**config.mk**
```make
export PLATFORM = sky130hd
export DESIGN_NAME = olsc_startup_cfg
export DESIGN_NICKNAME = d
export VERILOG_FILES = /design/src/design/olsc_pkg.sv /design/src/design/olsc_cfg_if.sv /design/src/design/olsc_startup_cfg.sv /design/src/design/olsc_lut.sv /design/src/design/olsc_ramp.sv
export SDC_FILE = /design/constraint.sdc
export NUM_CORES = 1
export LEC_CHECK = 0
export ABC_CLOCK_PERIOD_IN_PS = 27000
export BUFFER_PORTS_ARGS = -buffer_cell sky130_fd_sc_hd__clkbuf_2
export CAP_MARGIN = 0
export CORE_ASPECT_RATIO = 0.9
export CORE_MARGIN = 1
export CORE_UTILIZATION = 40
export CTS_CLUSTER_DIAMETER = 80
export DETAILED_ROUTE_END_ITERATION = 16
export PLACE_DENSITY = 0.55
export SKIP_CTS_REPAIR_TIMING = 1
export SYNTH_ARGS = -nofsm -noshare
export SYNTH_HDL_FRONTEND = slang
export SYNTH_SLANG_ARGS = --single-unit
export TNS_END_PERCENT = 1
```
**constraint.sdc**
```tcl
create_clock -name i_mclk -period 27 [get_ports i_mclk]
set_input_delay 4.05 -clock i_mclk [delete_from_list [all_inputs] [get_ports i_mclk]]
set_output_delay 4.05 -clock i_mclk [all_outputs]
set_load 0.005 [all_outputs]
```
**src/design/olsc_pkg.sv**
```systemverilog
`default_nettype none
package olsc_pkg;
  // ==========================================
  // Timing
  localparam int CLK_FREQ_HZ = 20_000_000;
  localparam int RAMP_TICK_US = 1000;
  localparam int RAMP_TICK_CYCLES = CLK_FREQ_HZ / 1_000_000 * RAMP_TICK_US;

  // ==========================================
  // Register map, index times four is the byte address
  localparam int ADDR_W = 12;
  localparam logic [11:0] IDX_SETTINGS = 12'h086;
  localparam logic [11:0] IDX_CTRL = 12'h080;
  localparam logic [11:0] IDX_MAX_SPEED = 12'h081;
  localparam logic [11:0] IDX_STATUS = 12'h082;
  localparam logic [11:0] IDX_FREQ = 12'h083;
  localparam logic [11:0] ADDR_STEP = 12'h004;
  localparam logic [11:0] ADDR_SETTINGS = IDX_SETTINGS * ADDR_STEP;
  localparam logic [11:0] ADDR_CTRL = IDX_CTRL * ADDR_STEP;
  localparam logic [11:0] ADDR_MAX_SPEED = IDX_MAX_SPEED * ADDR_STEP;
  localparam logic [11:0] ADDR_STATUS = IDX_STATUS * ADDR_STEP;
  localparam logic [11:0] ADDR_FREQ = IDX_FREQ * ADDR_STEP;

  // ==========================================
  // Reset values and writable masks
  localparam logic [31:0] SETTINGS_RESET = 32'h0000_0000;
  localparam logic [31:0] SETTINGS_WMASK = 32'h7FFF_FFFF;
  localparam logic [31:0] CTRL_RESET = 32'h0000_0000;
  localparam logic [31:0] CTRL_WMASK = 32'h01FF_0003;
  localparam logic [31:0] MAX_SPEED_RESET = 32'h0000_0064;
  localparam logic [31:0] MAX_SPEED_WMASK = 32'h0000_FFFF;

  // ==========================================
  // Field positions
  localparam int ILIM_LSB = 27;
  localparam int A1_LSB = 23;
  localparam int A2_LSB = 19;
  localparam int AUTO_BIT = 18;
  localparam int THR_LSB = 13;
  localparam int CTRL_RUN_BIT = 0;
  localparam int CTRL_SRC_BIT = 1;
  localparam int CTRL_GCAP_LSB = 16;
  localparam int STATUS_DONE_BIT = 0;
  localparam int STATUS_STATE_LSB = 1;
  localparam int STATUS_SRC_BIT = 3;
  localparam int FREQ_RD_LSB = 16;

  // ==========================================
  // Value widths and scaling
  localparam int CAP_W = 9;
  localparam int RATE_W = 20;
  localparam int PCT_W = 7;
  localparam int ACC_W = 48;
  localparam logic [ACC_W-1:0] A1_SCALE = 48'h0000_0000_03E8;
  localparam logic [ACC_W-1:0] THR_SCALE = 48'h0000_0007_A120;
  localparam logic [PCT_W-1:0] THR_LOW_CODES = 7'h14;
  localparam logic [PCT_W-1:0] THR_LOW_STEP = 7'h02;
  localparam logic [PCT_W-1:0] THR_BASE_HALF = 7'h2D;
  localparam logic [PCT_W-1:0] THR_STEP_HALF = 7'h05;

  // Current in 1/128 A, top codes clamp to the highest limit
  localparam logic [CAP_W-1:0] CAP_TABLE [16] = '{
    9'h00A, 9'h014, 9'h028, 9'h050, 9'h078, 9'h0A0, 9'h0C8, 9'h0F0,
    9'h118, 9'h140, 9'h168, 9'h190, 9'h1B8, 9'h1E0, 9'h1E0, 9'h1E0};
  // Linear coefficient in 0.01 Hz/s
  localparam logic [RATE_W-1:0] A1_TABLE [16] = '{
    20'h0_0001, 20'h0_0005, 20'h0_0064, 20'h0_00FA,
    20'h0_01F4, 20'h0_03E8, 20'h0_09C4, 20'h0_1388,
    20'h0_1D4C, 20'h0_2710, 20'h0_61A8, 20'h0_C350,
    20'h1_24F8, 20'h1_86A0, 20'h7_A120, 20'hF_4240};
  // Quadratic coefficient in 0.01 Hz/s2
  localparam logic [RATE_W-1:0] A2_TABLE [16] = '{
    20'h0_0000, 20'h0_0005, 20'h0_0064, 20'h0_00FA,
    20'h0_01F4, 20'h0_03E8, 20'h0_09C4, 20'h0_1388,
    20'h0_1D4C, 20'h0_2710, 20'h0_61A8, 20'h0_C350,
    20'h1_24F8, 20'h1_86A0, 20'h7_A120, 20'hF_4240};

  typedef enum logic [1:0] {OLSC_IDLE, OLSC_RAMP, OLSC_CLOSED} olsc_state_t;
endpackage
`default_nettype wire

```
**src/design/olsc_cfg_if.sv**
```systemverilog
`timescale 1ns/1ps
`default_nettype none
interface olsc_cfg_if;
  import olsc_pkg::*;
  logic [3:0] ilim_code;
  logic [3:0] a1_code;
  logic [3:0] a2_code;
  logic [4:0] thr_code;
  logic auto_en;
  logic run;
  logic [15:0] max_speed;
  logic [CAP_W-1:0] table_cap;
  logic [RATE_W-1:0] a1_rate;
  logic [RATE_W-1:0] a2_rate;
  logic [PCT_W-1:0] thr_half_pct;
  modport regs (output ilim_code, a1_code, a2_code, thr_code, auto_en, run,
    max_speed, input table_cap);
  modport lut (input ilim_code, a1_code, a2_code, thr_code,
    output table_cap, a1_rate, a2_rate, thr_half_pct);
  modport ramp (input auto_en, run, max_speed, a1_rate, a2_rate, thr_half_pct);
endinterface
`default_nettype wire

```
**src/design/olsc_startup_cfg.sv**
```systemverilog
// ==========================================
// Contract
// - Bits 30-27 pick the open-loop current cap, codes 0h-Dh from 0.078125 A to 3.75 A.
// - Bits 26-23 pick the linear start-up acceleration, 0.01 Hz/s up to 10000 Hz/s.
// - Bits 22-19 pick the quadratic acceleration, zero at code 0h, 10000 Hz/s2 at the top.
// - Bit 18 set hands over on estimator lock, clear hands over at the speed threshold.
// - Bits 17-13 set the handover speed, 1% steps to 20%, then 2.5% steps to 50%.
// - The settings register sits at index 86h and resets to zero.
// - The table cap applies only while the source select is clear, else the general cap.
`timescale 1ns/1ps
`default_nettype none
module olsc_startup_cfg #(
  parameter int P_TICK_CYCLES = olsc_pkg::RAMP_TICK_CYCLES
) (
  input wire logic i_mclk,
  input wire logic i_rst_n,
  input wire logic [olsc_pkg::ADDR_W-1:0] i_avs_address,
  input wire logic i_avs_read,
  input wire logic i_avs_write,
  input wire logic [31:0] i_avs_writedata,
  input wire logic [3:0] i_avs_byteenable,
  output logic [31:0] o_avs_readdata,
  output logic o_avs_waitrequest,
  input wire logic i_estimator_locked,
  output logic [olsc_pkg::CAP_W-1:0] o_ol_current_cap,
  output logic [olsc_pkg::ACC_W-1:0] o_ol_freq,
  output logic [1:0] o_ramp_state,
  output logic o_handoff
);
  import olsc_pkg::*;

  olsc_cfg_if cfg ();

  logic ack_reg;
  logic [31:0] settings_reg;
  logic [31:0] ctrl_reg;
  logic [31:0] max_speed_reg;
  logic done_reg;
  logic [31:0] rdata_reg;
  logic [CAP_W-1:0] cap_reg;
  olsc_state_t ramp_state;
  logic [ACC_W-1:0] ramp_freq;
  logic ramp_handoff;

  // ==========================================
  // Bus handshake, one wait cycle per access
  wire req;
  wire first;
  wire wr_en;
  wire rd_first;
  assign req = i_avs_read | i_avs_write;
  assign first = req & ~ack_reg;
  assign wr_en = i_avs_write & ack_reg;
  assign rd_first = i_avs_read & ~ack_reg;
  assign o_avs_waitrequest = first;

  always_ff @(posedge i_mclk or negedge i_rst_n) begin
    if (!i_rst_n) begin
      ack_reg <= 1'b0;
    end else begin
      ack_reg <= first;
    end
  end

  // ==========================================
  // Address decode
  wire sel_settings;
  wire sel_ctrl;
  wire sel_max_speed;
  wire sel_status;
  wire sel_freq;
  assign sel_settings = i_avs_address == ADDR_SETTINGS;
  assign sel_ctrl = i_avs_address == ADDR_CTRL;
  assign sel_max_speed = i_avs_address == ADDR_MAX_SPEED;
  assign sel_status = i_avs_address == ADDR_STATUS;
  assign sel_freq = i_avs_address == ADDR_FREQ;

  wire [31:0] be_mask;
  assign be_mask = {{8{i_avs_byteenable[3]}}, {8{i_avs_byteenable[2]}},
    {8{i_avs_byteenable[1]}}, {8{i_avs_byteenable[0]}}};

  // ==========================================
  // Register write paths
  wire [31:0] settings_m;
  wire [31:0] ctrl_m;
  wire [31:0] speed_m;
  wire [31:0] settings_next;
  wire [31:0] ctrl_next;
  wire [31:0] max_speed_next;
  wire done_clear;
  wire done_next;
  assign settings_m = SETTINGS_WMASK & be_mask;
  assign ctrl_m = CTRL_WMASK & be_mask;
  assign speed_m = MAX_SPEED_WMASK & be_mask;
  assign settings_next = (wr_en && sel_settings) ?
    ((settings_reg & ~settings_m) | (i_avs_writedata & settings_m)) : settings_reg;
  assign ctrl_next = (wr_en && sel_ctrl) ?
    ((ctrl_reg & ~ctrl_m) | (i_avs_writedata & ctrl_m)) : ctrl_reg;
  assign max_speed_next = (wr_en && sel_max_speed) ?
    ((max_speed_reg & ~speed_m) | (i_avs_writedata & speed_m)) : max_speed_reg;
  assign done_clear = wr_en && sel_status && i_avs_byteenable[0] &&
    i_avs_writedata[STATUS_DONE_BIT];
  assign done_next = ramp_handoff | (done_reg & ~done_clear);

  always_ff @(posedge i_mclk or negedge i_rst_n) begin
    if (!i_rst_n) begin
      settings_reg <= SETTINGS_RESET;
      ctrl_reg <= CTRL_RESET;
      max_speed_reg <= MAX_SPEED_RESET;
      done_reg <= 1'b0;
    end else begin
      settings_reg <= settings_next;
      ctrl_reg <= ctrl_next;
      max_speed_reg <= max_speed_next;
      done_reg <= done_next;
    end
  end

  // ==========================================
  // Fields to the decode and ramp
  wire cap_src;
  wire [CAP_W-1:0] general_cap;
  assign cfg.ilim_code = settings_reg[ILIM_LSB +: 4];
  assign cfg.a1_code = settings_reg[A1_LSB +: 4];
  assign cfg.a2_code = settings_reg[A2_LSB +: 4];
  assign cfg.auto_en = settings_reg[AUTO_BIT];
  assign cfg.thr_code = settings_reg[THR_LSB +: 5];
  assign cfg.run = ctrl_reg[CTRL_RUN_BIT];
  assign cfg.max_speed = max_speed_reg[15:0];
  assign cap_src = ctrl_reg[CTRL_SRC_BIT];
  assign general_cap = ctrl_reg[CTRL_GCAP_LSB +: CAP_W];

  olsc_lut u_lut (
    .i_mclk(i_mclk),
    .i_rst_n(i_rst_n),
    .cfg(cfg.lut)
  );

  olsc_ramp #(
    .P_TICK_CYCLES(P_TICK_CYCLES)
  ) u_ramp (
    .i_mclk(i_mclk),
    .i_rst_n(i_rst_n),
    .cfg(cfg.ramp),
    .i_estimator_locked(i_estimator_locked),
    .o_state(ramp_state),
    .o_freq(ramp_freq),
    .o_handoff(ramp_handoff)
  );

  // ==========================================
  // Current cap selection
  wire [CAP_W-1:0] cap_next;
  assign cap_next = cap_src ? general_cap : cfg.table_cap;

  always_ff @(posedge i_mclk or negedge i_rst_n) begin
    if (!i_rst_n) begin
      cap_reg <= '0;
    end else begin
      cap_reg <= cap_next;
    end
  end

  // ==========================================
  // Read data
  wire [31:0] status_word;
  wire [31:0] freq_word;
  wire [31:0] rd_mux;
  assign status_word = {28'h000_0000, cap_src, ramp_state, done_reg};
  assign freq_word = ramp_freq[FREQ_RD_LSB +: 32];
  assign rd_mux = sel_settings ? settings_reg :
    sel_ctrl ? ctrl_reg :
    sel_max_speed ? max_speed_reg :
    sel_status ? status_word :
    sel_freq ? freq_word : 32'h0000_0000;

  always_ff @(posedge i_mclk or negedge i_rst_n) begin
    if (!i_rst_n) begin
      rdata_reg <= 32'h0000_0000;
    end else if (rd_first) begin
      rdata_reg <= rd_mux;
    end
  end

  assign o_avs_readdata = rdata_reg;
  assign o_ol_current_cap = cap_reg;
  assign o_ol_freq = ramp_freq;
  assign o_ramp_state = ramp_state;
  assign o_handoff = ramp_handoff;

  // ==========================================
  // Further checks
  wire any_sel;
  wire [ACC_W-1:0] thr_check;
  assign any_sel = sel_settings | sel_ctrl | sel_max_speed | sel_status | sel_freq;
  assign thr_check = ACC_W'(cfg.max_speed) * ACC_W'(cfg.thr_half_pct) * THR_SCALE;
endmodule
`default_nettype wire

```
**src/design/olsc_lut.sv**
```systemverilog
`timescale 1ns/1ps
`default_nettype none
module olsc_lut (
  input wire logic i_mclk,
  input wire logic i_rst_n,
  olsc_cfg_if.lut cfg
);
  import olsc_pkg::*;

  // ==========================================
  // Code to value decode
  wire [PCT_W-1:0] thr_code7;
  assign thr_code7 = {2'b00, cfg.thr_code};
  assign cfg.table_cap = CAP_TABLE[cfg.ilim_code];
  assign cfg.a1_rate = A1_TABLE[cfg.a1_code];
  assign cfg.a2_rate = A2_TABLE[cfg.a2_code];
  assign cfg.thr_half_pct = (thr_code7 < THR_LOW_CODES) ?
    (thr_code7 + 7'h01) * THR_LOW_STEP :
    THR_BASE_HALF + (thr_code7 - THR_LOW_CODES) * THR_STEP_HALF;
endmodule
`default_nettype wire

```
**src/design/olsc_ramp.sv**
```systemverilog
`timescale 1ns/1ps
`default_nettype none
module olsc_ramp #(
  parameter int P_TICK_CYCLES = olsc_pkg::RAMP_TICK_CYCLES
) (
  input wire logic i_mclk,
  input wire logic i_rst_n,
  olsc_cfg_if.ramp cfg,
  input wire logic i_estimator_locked,
  output olsc_pkg::olsc_state_t o_state,
  output logic [olsc_pkg::ACC_W-1:0] o_freq,
  output logic o_handoff
);
  import olsc_pkg::*;
  localparam int CNT_W = $clog2(P_TICK_CYCLES);
  localparam logic [CNT_W-1:0] CNT_LAST = CNT_W'(P_TICK_CYCLES - 1);

  if (P_TICK_CYCLES < 2) begin : g_bad_tick
    $error("Tick period too short");
  end

  olsc_state_t state_reg, state_next;
  logic [CNT_W-1:0] cnt_reg;
  logic [ACC_W-1:0] rate_reg;
  logic [ACC_W-1:0] freq_reg;
  logic handoff_reg;

  // ==========================================
  // Handover decision and tick
  wire [ACC_W-1:0] thr_freq;
  wire thr_hit;
  wire hit;
  wire in_ramp;
  wire tick;
  wire [ACC_W-1:0] rate_next;
  wire [ACC_W-1:0] freq_next;
  assign thr_freq = ACC_W'(cfg.max_speed) * ACC_W'(cfg.thr_half_pct) * THR_SCALE;
  assign thr_hit = freq_reg >= thr_freq;
  assign hit = cfg.auto_en ? i_estimator_locked : thr_hit;
  assign in_ramp = (state_reg == OLSC_RAMP) && cfg.run;
  assign tick = in_ramp && (cnt_reg == CNT_LAST);
  assign rate_next = rate_reg + ACC_W'(cfg.a2_rate);
  assign freq_next = freq_reg + ACC_W'(cfg.a1_rate) * A1_SCALE + rate_reg;

  always_comb begin
    state_next = state_reg;
    unique case (state_reg)
      OLSC_IDLE: if (cfg.run) state_next = OLSC_RAMP;
      OLSC_RAMP: begin
        if (!cfg.run) state_next = OLSC_IDLE;
        else if (hit) state_next = OLSC_CLOSED;
      end
      OLSC_CLOSED: if (!cfg.run) state_next = OLSC_IDLE;
    endcase
  end

  // ==========================================
  // Registers
  always_ff @(posedge i_mclk or negedge i_rst_n) begin
    if (!i_rst_n) begin
      state_reg <= OLSC_IDLE;
      handoff_reg <= 1'b0;
    end else begin
      state_reg <= state_next;
      handoff_reg <= in_ramp && hit;
    end
  end

  always_ff @(posedge i_mclk or negedge i_rst_n) begin
    if (!i_rst_n) begin
      cnt_reg <= '0;
    end else begin
      cnt_reg <= (!in_ramp || tick) ? '0 : cnt_reg + 1'b1;
    end
  end

  always_ff @(posedge i_mclk or negedge i_rst_n) begin
    if (!i_rst_n) begin
      rate_reg <= '0;
      freq_reg <= '0;
    end else if (state_reg == OLSC_IDLE) begin
      rate_reg <= '0;
      freq_reg <= '0;
    end else if (tick && !hit) begin
      rate_reg <= rate_next;
      freq_reg <= freq_next;
    end
  end

  assign o_state = state_reg;
  assign o_freq = freq_reg;
  assign o_handoff = handoff_reg;
endmodule
`default_nettype wire

```
==> flow_summary.json <==
{
  "yosys_register_bits": 215,
  "ios": 146,
  "max_stage_delay_ns": 0.77,
  "numCtsBuffers": 30,
  "worstPathMaxFanout": 25,
  "area_delta_synth_final_pct": 9.76,
  "fillers": 6956,
  "path_common_cell": "fa_1",
  "clock-root-buffer": "clkbuf_16",
  "rr_worst_depth": 56,
  "cts_buffer_depth": 3,
  "power_switching_share": 0.292,
  "hold_end": "o_avs_readdata[31]$_DFFE_PN0P_",
  "syn_area_um2": 28000,
  "grt_max_degree": 88,
  "cp-end-kind": "flop",
  "slew_headroom": 0.245,
  "slowest_stage": "xor2_1",
  "firstDrtPassIters": 5,
  "cp.arrival_ns": 15.78,
  "antenna_found_initial": 5,
  "ys_seq_area_frac": 0.192,
  "hold_path.class": "reg2reg",
  "multiInputGateArea_um2": 20400,
  "fp.dieW_um": 281,
  "internal_power_mw": 0.607,
  "globalplace.congestion": 0.896,
  "ys_warn_count": 0,
  "clk_pin_slew_ns": 0.06,
  "synthArstFlopShare": 1.00,
  "synth.distinct_cells": 99,
  "fp.dieH_um": 253,
  "yosys-top-cells-count": "inv_1 (497), ha_1 (381), nand2_1 (305), fa_1 (240), a21oi_1 (233)",
  "wl_per_cell_um": 18.8,
  "route.detailed.drc": 0,
  "vias": 22200,
  "htree_levels": 1,
  "clock_skew_ns": 0.0203,
  "clk_latency_ns": 0.59,
  "rsz0062_at_grt": "no",
  "drt-initial-drc-count": 1188,
  "tns_ns": 0,
  "min_period_over_period": 0.568,
  "coreArea_um2": 68900,
  "numClockSinks": 215,
  "startpoint_type": "flop",
  "setup_viol": 0,
  "synth_edf_count": 0,
  "critPathKind": "reg2reg",
  "dpl.hpwl_mm": 63.4,
  "worstMarginPinSlew_ns": 1.13,
  "synth_top_area_cell": "dfrtp_1",
  "seqPwrFrac": 0.392,
  "drtAntennaViolNets": 0,
  "pwr-share-clk": 0.477,
  "powerDensity_nw_per_um2": 27.9,
  "port-buffer-count": 144,
  "p_sw_mw": 0.250,
  "pwr-share-comb": 0.131,
  "ir_drop_uv": 48.7,
  "fin_crit_ns": 15.34,
  "synth.most_common_cell": "inv_1",
  "overflow": 0,
  "layout-drive-gt1-share": 0.109,
  "yosys_most_used_dff": "dfrtp_1",
  "drv_cap": 0,
  "p_leak_nw": 16.0,
  "min_from": "o_avs_readdata[31]$_DFFE_PN0P_",
  "regArea_um2": 5380,
  "r2r_setup_slack_ns": 11.66,
  "vias_per_cell": 5.23,
  "first_global_vias": 22500,
  "track_usage": 0.231,
  "synth.top_cell.area_share": 0.190,
  "synthesis.nets": 3857,
  "synthesis.instances": 3183,
  "drt-total-wl_mm": 79.6,
  "synthTopCellsByArea": "dfrtp_1 (19%), fa_1 (17%), ha_1 (17%), inv_1 (6.7%), a21oi_1 (4.2%)",
  "finalInstanceArea_um2": 30700,
  "fp-row-count": 91,
  "r2r-end": "u_ramp.rate_reg[36]$_DFFE_PN0P_",
  "finalNetCount": 3960,
  "status": "completed",
  "hold_viol": 0,
  "tritoncts": "yes",
  "required_ns": 27.44,
  "syn_area_per_cell_um2": 8.79,
  "initial_core_util": 0.406,
  "slew_viol_final": 0,
  "holdPathStages": 2,
  "die-area_um2": 71000,
  "grt_pass1_wl_mm": 128,
  "postPlaceCellArea_um2": 29700,
  "fmaxAchievable_ghz": 0.0652
}
[worst max-delay path by stage]
stage | from | end | cells after the start
after global placement | flop | u_ramp.rate_reg[36]$_DFFE_PN0P_ | 56
after global routing | flop | u_ramp.rate_reg[36]$_DFFE_PN0P_ | 55
after CTS | flop | u_ramp.rate_reg[36]$_DFFE_PN0P_ | 58
after floorplan | flop | u_ramp.rate_reg[43]$_DFFE_PN0P_ | 58
final | flop | u_ramp.rate_reg[36]$_DFFE_PN0P_ | 56
after detailed placement | flop | u_ramp.rate_reg[36]$_DFFE_PN0P_ | 56
[cells in the final DEF, fill, tap and decap left out, types with 9 or more instances in the layout]
cell type | netlist | routed
nor2_1 | 195 | 194
a21oi_1 | 233 | 233
nand2_1 | 305 | 305
xor2_1 | 62 | 62
mux2_2 | 49 | 49
a21boi_0 | 9 | 9
or2_2 | 10 | 10
clkbuf_16 | 0 | 31
a211oi_1 | 18 | 18
mux2i_1 | 15 | 13
a221oi_1 | 13 | 13
dfrtp_1 | 212 | 212
xnor2_1 | 120 | 120
clkinv_2 | 0 | 10
nand4_1 | 21 | 21
nor4_1 | 13 | 12
nand3_1 | 50 | 49
o211ai_1 | 10 | 10
a31oi_1 | 16 | 16
clkbuf_2 | 2 | 143
and2_1 | 50 | 50
a21o_1 | 62 | 62
buf_4 | 1 | 23
nor2b_1 | 34 | 33
ha_1 | 381 | 380
nor3_1 | 33 | 33
a22oi_1 | 20 | 20
inv_1 | 497 | 497
o21bai_1 | 27 | 27
o21ai_1 | 23 | 23
o21ai_0 | 113 | 113
and3_1 | 27 | 26
and4_1 | 15 | 15
or3_1 | 12 | 12
fa_1 | 240 | 240
nand2b_1 | 27 | 26
o21a_1 | 30 | 30
[area by class of cell]
type	count	area share
multi-input combinational	2373	0.664
sequential	215	0.175
inverter	499	0.0610
tap	930	0.0379
timing repair buffer	167	0.0294
clock buffer	36	0.0268
clock inverter	18	0.00595
antenna	2	0.000163
[power groups by stage]
stage	Sequential, mW	Clock, mW	Combinational (mW)
final	0.336	0.409	0.112
after global routing	0.337	0.429	0.125
after CTS	0.336	0.417	0.114
after detailed placement	0.342	0	0.113
after global placement	0.342	0	0.113
after floorplan	0.339	0	0.0658
[worst max-delay path, delay by kind of cell, from the launching register on]
family	cells	cell delay, ns
fa+ha+maj	16	7.09
compound gates	16	2.75
simple gates	10	2.65
xor+xnor	4	1.30
buf+inv	10	0.87
flops	1	0.52
[routing by layer]
metal / GRT usage / wire (um)
met5: 0 / 37
met4: 0.0788 / 2900
met3: 0.0338 / 3420
met2: 0.381 / 36600
met1: 0.310 / 36700
[kinds of logic after synthesis]
kind of cell / Yosys count / share of synthesized area
xor+xnor: 188 / 0.0612
flops: 215 / 0.192
mux: 66 / 0.0264
simple gates: 830 / 0.142
fa+ha+maj: 622 / 0.342
buf+inv: 595 / 0.0812
compound gates: 667 / 0.154
[through the flow]
stage | setup slack [ns] | util | instances | total power [mW] | hold WS [ns]
floorplan | 13.33 | - | 3183 | 0.404 | 0.448
global placement | 11.72 | 0.431 | 4184 | 0.455 | 0.458
detailed placement | 11.66 | 0.431 | 4184 | 0.455 | 0.471
CTS | 11.64 | 0.446 | 4238 | 0.866 | 0.484
global route | 10.72 | 0.446 | 4238 | 0.891 | 0.510
finish | 11.66 | 0.446 | 4240 | 0.857 | 0.477
No activity file was read; power rests on OpenSTA's default activity.
